<file path="src/psrw_pkg.sv">
package psrw_pkg;
  localparam int NUM_COUNTERS = 8;
  localparam int NUM_SAMPLING = 4;
  localparam int REC_WORDS = 24;
  localparam int IDX_W = 5;
  localparam logic [4:0] IDX_LAST = 5'h17;
  localparam logic [4:0] IDX_GPR0 = 5'h02;
  localparam logic [4:0] IDX_GPR15 = 5'h11;
  // record byte offsets
  localparam logic [7:0] OFF_FLAGS = 8'h00;
  localparam logic [7:0] OFF_IP = 8'h08;
  localparam logic [7:0] OFF_GPR15 = 8'h88;
  localparam logic [7:0] OFF_GSTAT = 8'h90;
  localparam logic [7:0] OFF_DLA = 8'h98;
  localparam logic [7:0] OFF_DSRC = 8'hA0;
  localparam logic [7:0] OFF_LAT = 8'hA8;
  localparam logic [7:0] OFF_EIP = 8'hB0;
  localparam logic [7:0] OFF_ABORT = 8'hB8;
  localparam int STORE_HIT_BIT = 0;
  // register byte addresses
  localparam logic [7:0] REG_ENABLE = 8'h00;
  localparam logic [7:0] REG_CAP = 8'h04;
  localparam logic [7:0] REG_STATUS = 8'h08;
  localparam logic [7:0] REG_COUNT = 8'h0C;
  localparam logic [7:0] REG_DROP = 8'h10;
  localparam logic [7:0] ENABLE_MASK = 8'h0F;
  localparam logic [7:0] ENABLE_RESET = 8'h00;
  localparam int CAP_WIDE_BIT = 2;
  localparam logic [31:0] CAP_VALUE = 32'h00000004;
  localparam logic [1:0] RESP_OKAY = 2'h0;
  localparam logic [1:0] RESP_SLVERR = 2'h2;

  typedef struct packed {
    logic [63:0] flags;
    logic [63:0] eventing_ip;
    logic [3:0] insn_len;
    logic [3:0] fused_len;
    logic fused;
    logic [15:0][63:0] gpr;
    logic [63:0] mem_addr;
    logic mem_valid;
    logic is_store;
    logic store_l1_hit;
    logic addr_event;
    logic [63:0] abort_info;
  } psrw_retire_t;

  typedef struct packed {
    logic [63:0] flags;
    logic [63:0] next_ip;
    logic [15:0][63:0] gpr;
    logic [63:0] gstat;
    logic [63:0] dla;
    logic [63:0] dsrc;
    logic [63:0] eip;
    logic [63:0] abort_info;
  } psrw_snap_t;
endpackage

</file>
<file path="src/psrw_writer.sv">
`timescale 1ns/10ps
`default_nettype none
module psrw_writer (
  // clock and reset
  input wire logic aclk,
  input wire logic aresetn,
  // axi4-lite write
  input wire logic [7:0] s_axi_awaddr,
  input wire logic s_axi_awvalid,
  output logic s_axi_awready,
  input wire logic [31:0] s_axi_wdata,
  input wire logic [3:0] s_axi_wstrb,
  input wire logic s_axi_wvalid,
  output logic s_axi_wready,
  output logic [1:0] s_axi_bresp,
  output logic s_axi_bvalid,
  input wire logic s_axi_bready,
  // axi4-lite read
  input wire logic [7:0] s_axi_araddr,
  input wire logic s_axi_arvalid,
  output logic s_axi_arready,
  output logic [31:0] s_axi_rdata,
  output logic [1:0] s_axi_rresp,
  output logic s_axi_rvalid,
  input wire logic s_axi_rready,
  // core events
  input wire logic [7:0] counter_overflow,
  input wire logic [63:0] global_counter_status,
  input wire psrw_pkg::psrw_retire_t retire,
  // record stream
  output logic rec_valid,
  input wire logic rec_ready,
  output logic [7:0] rec_offset,
  output logic [63:0] rec_data,
  output logic rec_last
);

  // ----------------------------------------
  // registers
  // ----------------------------------------
  typedef enum logic [1:0] {IDLE, ARM, EMIT} psrw_state_t;
  psrw_state_t state_reg;
  logic [7:0] enable_reg;
  logic [31:0] count_reg;
  logic [31:0] drop_reg;
  psrw_pkg::psrw_snap_t snap_reg;
  psrw_pkg::psrw_snap_t snap_next;
  logic [4:0] idx_reg;
  logic [7:0] aw_addr_reg;
  logic aw_hold_reg;
  logic [31:0] w_data_reg;
  logic [3:0] w_strb_reg;
  logic w_hold_reg;
  logic trig;
  logic do_write;
  logic [31:0] rd_value;
  logic [1:0] rd_resp;
  logic [7:0] sample_ovf;

  // counters four to seven never reach the trigger
  assign sample_ovf = counter_overflow & psrw_pkg::ENABLE_MASK & enable_reg;
  assign trig = (state_reg == IDLE) && (sample_ovf != 8'h00);

  // ----------------------------------------
  // snapshot of the retiring state
  // ----------------------------------------
  // one layout regardless of operating mode
  always_comb begin
    snap_next.flags = retire.flags;
    snap_next.next_ip = retire.eventing_ip + 64'(retire.insn_len)
        + (retire.fused ? 64'(retire.fused_len) : 64'h0);
    snap_next.gpr = retire.gpr;
    snap_next.gstat = global_counter_status;
    snap_next.dla = 64'h0;
    snap_next.dsrc = 64'h0;
    if (retire.mem_valid && retire.addr_event) begin
      snap_next.dla = retire.mem_addr;
      if (retire.is_store) begin
        snap_next.dsrc[psrw_pkg::STORE_HIT_BIT] = retire.store_l1_hit;
      end
    end
    snap_next.eip = retire.eventing_ip;
    snap_next.abort_info = retire.abort_info;
  end

  always_ff @(posedge aclk) begin
    if (!aresetn) begin
      snap_reg <= '0;
    end else if (trig) begin
      snap_reg <= snap_next;
    end
  end

  function automatic logic [63:0] rec_word(input psrw_pkg::psrw_snap_t s,
                                           input logic [4:0] i);
    logic [63:0] w;
    w = 64'h0;
    unique case (i)
      5'h00: w = s.flags;
      5'h01: w = s.next_ip;
      5'h12: w = s.gstat;
      5'h13: w = s.dla;
      5'h14: w = s.dsrc;
      5'h15: w = 64'h0;
      5'h16: w = s.eip;
      5'h17: w = s.abort_info;
      default: begin
        if (i >= psrw_pkg::IDX_GPR0 && i <= psrw_pkg::IDX_GPR15) begin
          w = s.gpr[4'(i - psrw_pkg::IDX_GPR0)];
        end
      end
    endcase
    return w;
  endfunction

  // ----------------------------------------
  // record emission
  // ----------------------------------------
  always_ff @(posedge aclk) begin
    if (!aresetn) begin
      state_reg <= IDLE;
      idx_reg <= 5'h00;
      rec_valid <= 1'b0;
      rec_offset <= 8'h00;
      rec_data <= 64'h0;
      rec_last <= 1'b0;
    end else begin
      unique case (state_reg)
        IDLE: begin
          if (trig) begin
            state_reg <= ARM;
          end
        end
        ARM: begin
          idx_reg <= 5'h00;
          rec_valid <= 1'b1;
          rec_offset <= 8'h00;
          rec_data <= rec_word(snap_reg, 5'h00);
          rec_last <= 1'b0;
          state_reg <= EMIT;
        end
        EMIT: begin
          if (rec_ready) begin
            if (idx_reg == psrw_pkg::IDX_LAST) begin
              rec_valid <= 1'b0;
              rec_last <= 1'b0;
              state_reg <= IDLE;
            end else begin
              idx_reg <= idx_reg + 5'h01;
              rec_offset <= {idx_reg + 5'h01, 3'h0};
              rec_data <= rec_word(snap_reg, idx_reg + 5'h01);
              rec_last <= (idx_reg + 5'h01) == psrw_pkg::IDX_LAST;
            end
          end
        end
      endcase
    end
  end

  // records completed and overflows lost while busy
  always_ff @(posedge aclk) begin
    if (!aresetn) begin
      count_reg <= 32'h0;
      drop_reg <= 32'h0;
    end else begin
      if (state_reg == EMIT && rec_ready && idx_reg == psrw_pkg::IDX_LAST) begin
        count_reg <= count_reg + 32'h1;
      end
      if (state_reg != IDLE && sample_ovf != 8'h00) begin
        drop_reg <= drop_reg + 32'h1;
      end
    end
  end

  // ----------------------------------------
  // axi4-lite write path
  // ----------------------------------------
  assign do_write = aw_hold_reg && w_hold_reg && !s_axi_bvalid;

  always_ff @(posedge aclk) begin
    if (!aresetn) begin
      s_axi_awready <= 1'b0;
      aw_hold_reg <= 1'b0;
      aw_addr_reg <= 8'h00;
    end else if (s_axi_awvalid && s_axi_awready) begin
      s_axi_awready <= 1'b0;
      aw_hold_reg <= 1'b1;
      aw_addr_reg <= s_axi_awaddr;
    end else if (do_write) begin
      aw_hold_reg <= 1'b0;
    end else if (!aw_hold_reg && !s_axi_bvalid) begin
      s_axi_awready <= 1'b1;
    end
  end

  always_ff @(posedge aclk) begin
    if (!aresetn) begin
      s_axi_wready <= 1'b0;
      w_hold_reg <= 1'b0;
      w_data_reg <= 32'h0;
      w_strb_reg <= 4'h0;
    end else if (s_axi_wvalid && s_axi_wready) begin
      s_axi_wready <= 1'b0;
      w_hold_reg <= 1'b1;
      w_data_reg <= s_axi_wdata;
      w_strb_reg <= s_axi_wstrb;
    end else if (do_write) begin
      w_hold_reg <= 1'b0;
    end else if (!w_hold_reg && !s_axi_bvalid) begin
      s_axi_wready <= 1'b1;
    end
  end

  always_ff @(posedge aclk) begin
    if (!aresetn) begin
      s_axi_bvalid <= 1'b0;
      s_axi_bresp <= psrw_pkg::RESP_OKAY;
    end else if (do_write) begin
      s_axi_bvalid <= 1'b1;
      if (aw_addr_reg[7:2] <= psrw_pkg::REG_DROP[7:2]) begin
        s_axi_bresp <= psrw_pkg::RESP_OKAY;
      end else begin
        s_axi_bresp <= psrw_pkg::RESP_SLVERR;
      end
    end else if (s_axi_bvalid && s_axi_bready) begin
      s_axi_bvalid <= 1'b0;
    end
  end

  // only the four sampling bits are writable
  always_ff @(posedge aclk) begin
    if (!aresetn) begin
      enable_reg <= psrw_pkg::ENABLE_RESET;
    end else if (do_write && aw_addr_reg[7:2] == psrw_pkg::REG_ENABLE[7:2]
                 && w_strb_reg[0]) begin
      enable_reg <= w_data_reg[7:0] & psrw_pkg::ENABLE_MASK;
    end
  end

  // ----------------------------------------
  // axi4-lite read path
  // ----------------------------------------
  always_comb begin
    rd_value = 32'h0;
    rd_resp = psrw_pkg::RESP_OKAY;
    unique case (s_axi_araddr[7:2])
      psrw_pkg::REG_ENABLE[7:2]: rd_value = {24'h0, enable_reg};
      psrw_pkg::REG_CAP[7:2]: rd_value = psrw_pkg::CAP_VALUE;
      psrw_pkg::REG_STATUS[7:2]: rd_value = {30'h0, state_reg};
      psrw_pkg::REG_COUNT[7:2]: rd_value = count_reg;
      psrw_pkg::REG_DROP[7:2]: rd_value = drop_reg;
      default: rd_resp = psrw_pkg::RESP_SLVERR;
    endcase
  end

  always_ff @(posedge aclk) begin
    if (!aresetn) begin
      s_axi_arready <= 1'b0;
      s_axi_rvalid <= 1'b0;
      s_axi_rdata <= 32'h0;
      s_axi_rresp <= psrw_pkg::RESP_OKAY;
    end else if (s_axi_arvalid && s_axi_arready) begin
      s_axi_arready <= 1'b0;
      s_axi_rvalid <= 1'b1;
      s_axi_rdata <= rd_value;
      s_axi_rresp <= rd_resp;
    end else if (s_axi_rvalid && s_axi_rready) begin
      s_axi_rvalid <= 1'b0;
    end else if (!s_axi_rvalid) begin
      s_axi_arready <= 1'b1;
    end
  end

  // ----------------------------------------
  // checks
  // ----------------------------------------
  logic rd_cap_q;
  always_ff @(posedge aclk) begin
    if (!aresetn) begin
      rd_cap_q <= 1'b0;
    end else if (s_axi_arvalid && s_axi_arready) begin
      rd_cap_q <= s_axi_araddr[7:2] == psrw_pkg::REG_CAP[7:2];
    end
  end
endmodule
`default_nettype wire

</file>
<file path="config.mk">
export PLATFORM = sky130hd
export DESIGN_NAME = psrw_writer
export DESIGN_NICKNAME = d
export VERILOG_FILES = /design/src/psrw_pkg.sv /design/src/psrw_writer.sv
export SDC_FILE = /design/constraint.sdc
export NUM_CORES = 2
export LEC_CHECK = 0
export BUFFER_PORTS_ARGS = -buffer_cell sky130_fd_sc_hd__buf_2
export CORE_AREA = 2 2 591 593
export DETAILED_ROUTE_END_ITERATION = 8
export DIE_AREA = 0 0 593 595
export SLEW_MARGIN = 30
export SYNTH_ARGS = -nofsm -noshare
export SYNTH_HDL_FRONTEND = slang
export SYNTH_SLANG_ARGS = --single-unit
</file>
<file path="constraint.sdc">
create_clock -name aclk -period 5.5 [get_ports aclk]
set_input_delay 1.1 -clock aclk [delete_from_list [all_inputs] [get_ports aclk]]
set_output_delay 1.1 -clock aclk [all_outputs]
set_load 0.02 [all_outputs]
</file>
==> impl_metrics.py <==
metrics = {
    "detailed_routing": {
        "wl_um": 371000,
        "drt_iter0_drc": 6806,
        "wire_per_inst_um": 26.2,
        "ant_nets": 0,
        "drt-vias-per-instance": 4.73,
        "vias": 67000,
        "drc_errors": 0,
        "drt-pass1-iter-count": 6,
    },
    "cts": {
        "insertion_delay_ps": 880,
        "clkSinkCount": 1602,
        "htreeDepth": 4,
        "clock-root-buffer": "clkbuf_16",
        "cts_buffers": 188,
        "postCtsHoldBufs": 0,
        "cts_resized": 0,
        "cts_max_path_buffers": 4,
        "cts_tree": "yes",
        "path_clk_slew_ps": 70,
        "cts_setup_buffers": 0,
    },
    "critical_path": {
        "crit_chain": "ha_1, and2b_1, nor2_1, ha_4, buf_12, buf_12, mux4_2, mux4_1, nand3_2, a311oi_2",
        "crit_arrival_ps": 5170,
        "required_ps": 6190,
        "worstPathMaxFanout": 51,
        "crit_path_start_kind": "flop",
        "endpoint_kind": "flop",
        "cpMostUsedCell": "buf_12",
        "max_stage_delay_ps": 830,
        "cp_slowest_cell": "mux4_1",
        "crit_type": "reg2reg",
    },
    "logic_synthesis": {
        "ys.flop_type": "dfxtp_1",
        "yosysWarnings": 0,
        "ys_seq_elements": 1602,
        "seq_area_frac_synth": 0.466,
        "synth_area_per_cell_um2": 8.55,
        "synth_edf_count": 0,
        "async_reset_ff_frac": 0,
        "yosysUniqueCellTypes": 72,
        "syn_inst": 8052,
        "synth_area_um2": 68800,
    },
    "pwr": {
        "ir_drop_v": 0.000252,
        "power_leakage_nw": 29.8,
        "power.density_nw_per_um2": 320,
        "power_mw": 28.2,
    },
    "sta": {
        "final-setup-viol-count": 0,
        "fin_skew_ps": 80.9,
        "slew_headroom": 0.331,
        "setup_tns_ps": 0,
        "max_freq_mhz": 223,
        "min_period_over_period": 0.814,
        "rsz0062_at_grt": "false",
        "min_period_ps": 4480,
        "max_slew.worst_pin.slew_ps": 1000,
        "slew_violations": 0,
        "hold_viol": 0,
    },
    "run": {
        "cap_viol_max_count": 0,
    },
    "final_layout": {
        "largest_reg_flops": 1409,
        "fin_cells": 14200,
        "final_cell_area_um2": 88100,
        "num-nets-final": 10700,
        "drive_gt1_frac": 0.255,
        "nFillCells": 37900,
        "syn2layout_area_growth_pct": 28.0,
    },
    "outcome": {
        "status": "complete, no violations",
    },
    "global_routing": {
        "overflow": 0,
        "antenna_found_initial": 235,
        "grt_pass1_wl_um": 495000,
        "grt_use_met1": 0.257,
        "grt_pass1_vias": 61700,
        "grtUsageTotal": 0.200,
        "grt_max_degree": 166,
        "grt.met3_usage": 0.0490,
        "use_met2": 0.299,
        "top_usage_layer": "met2",
    },
    "placement": {
        "detailedPlacementHpwl_um": 294000,
        "port-buffer-count": 1495,
        "dp.cells": 13600,
        "dpl_cell_area_um2": 81200,
        "gp_congestion": 0.903,
    },
    "min_path": {
        "holdCritPathClass": "reg2reg",
    },
    "floorplan": {
        "die_w_um": 593,
        "io_pins": 1540,
        "fp.dieArea_um2": 353000,
        "dieHeight_um": 595,
        "core.rowCount": 217,
        "start_util": 0.198,
        "core_um2": 347000,
    },
}
area by class of cell:
| type | instances | area (µm²) | area share |
|---|---|---|---|
| Sequential cell | 1602 | 32100 | 0.364 |
| Timing Repair Buffer | 1679 | 9430 | 0.107 |
| Multi-Input combinational cell | 5725 | 33900 | 0.384 |
| Clock inverter | 67 | 917 | 0.0104 |
| Tap cell | 4599 | 5750 | 0.0653 |
| Clock buffer | 274 | 5480 | 0.0622 |
| Antenna cell | 189 | 473 | 0.00537 |
| Inverter | 31 | 124 | 0.00141 |
stage by stage:
stage               worst slack, ps  hold slack (ps)  utilization
global route                    823              397        0.253
global placement               1090              433        0.234
detailed placement             1060              443        0.234
CTS                            1000              342        0.252
floorplan                       850              431            -
finish                         1020              450        0.254
where the power goes:
| part | internal [mW] | total (mW) | leakage [nW] | switching [mW] |
|---|---|---|---|---|
| combinational | 1.09 | 3.08 | 13.7 | 1.99 |
| sequential | 11.8 | 12.0 | 12.9 | 0.155 |
| clock | 7.66 | 13.1 | 3.15 | 5.47 |
| total | 20.5 | 28.2 | 29.8 | 7.62 |
final timing paths:
path | startpoint | to | slack, ps | cells past startpoint
hold reg to reg | snap_reg[508] | snap_reg[508] | 450 | 2
setup / recovery | idx_reg[1] | rec_data[45] | 1020 | 10
hold / removal | snap_reg[508] | snap_reg[508] | 450 | 2
setup reg to reg | idx_reg[1] | rec_data[45] | 1020 | 10
cells by family (layout without fill, tap and decap cells):
group | Yosys count | in the layout | share of synthesized area
compound gates | 1983 | 1983 | 0.168
xor+xnor | 123 | 123 | 0.0160
fa+ha+maj | 20 | 20 | 0.00418
buf+inv | 729 | 2051 | 0.0444
flops | 1602 | 1602 | 0.466
mux | 327 | 327 | 0.107
other cells | 1 | 194 | 0.0000545
simple gates | 3267 | 3267 | 0.194
Yosys cell counts (9+ instances only):
cell	count	area, µm²
mux4_2	290	6530
buf_2	128	641
a211oi_1	14	105
buf_6	16	180
buf_4	10	75.1
ha_1	15	188
nor4_1	10	62.6
xor2_1	65	569
dfxtp_1	1602	32100
clkbuf_1	537	2020
nor2_1	110	413
a311oi_1	9	78.8
nand3_2	32	320
o22a_1	60	526
xnor2_1	56	490
a21oi_1	1431	7160
nor3_1	28	140
a22oi_1	159	1190
inv_1	30	113
o21ai_0	151	756
nand4_1	39	244
mux4_1	30	788
and4_1	20	175
a221oi_1	61	534
or3_1	73	457
and2_1	21	131
a311oi_2	59	886
nand2_1	2731	10300
nand3_1	150	751
and3_1	27	169
metal layers:
| layer | part of all wire | vias up | routed length (µm) |
|---|---|---|---|
| met4 | 0.069 | 74 | 25500 |
| met1 | 0.41 | 32600 | 154000 |
| met5 | 0.0012 | - | 437 |
| met3 | 0.087 | 770 | 32400 |
| met2 | 0.43 | 3153 | 159000 |
| li1 | - | 30400 | - |
worst max-delay path, delay by kind of cell (launching register included):
kind / cells / cell delay [ps]
simple gates: 3 / 780
mux: 2 / 1280
buf+inv: 2 / 560
flops: 1 / 550
compound gates: 1 / 100
fa+ha+maj: 2 / 860
cell usage in the layout (no fill, tap or decap), types with 59 or more instances in the layout:
cell type,n
a221oi_1,61
or3_1,73
buf_4,140
nand3_1,150
buf_2,1495
dfxtp_1,1601
a21oi_1,1430
mux4_2,290
o22a_1,59
nand2_1,2729
a311oi_2,59
o21ai_0,151
clkbuf_16,188
xor2_1,65
a22oi_1,159
diode_2,189
nor2_1,109
Note: power is estimated with default switching activity, not from simulation.
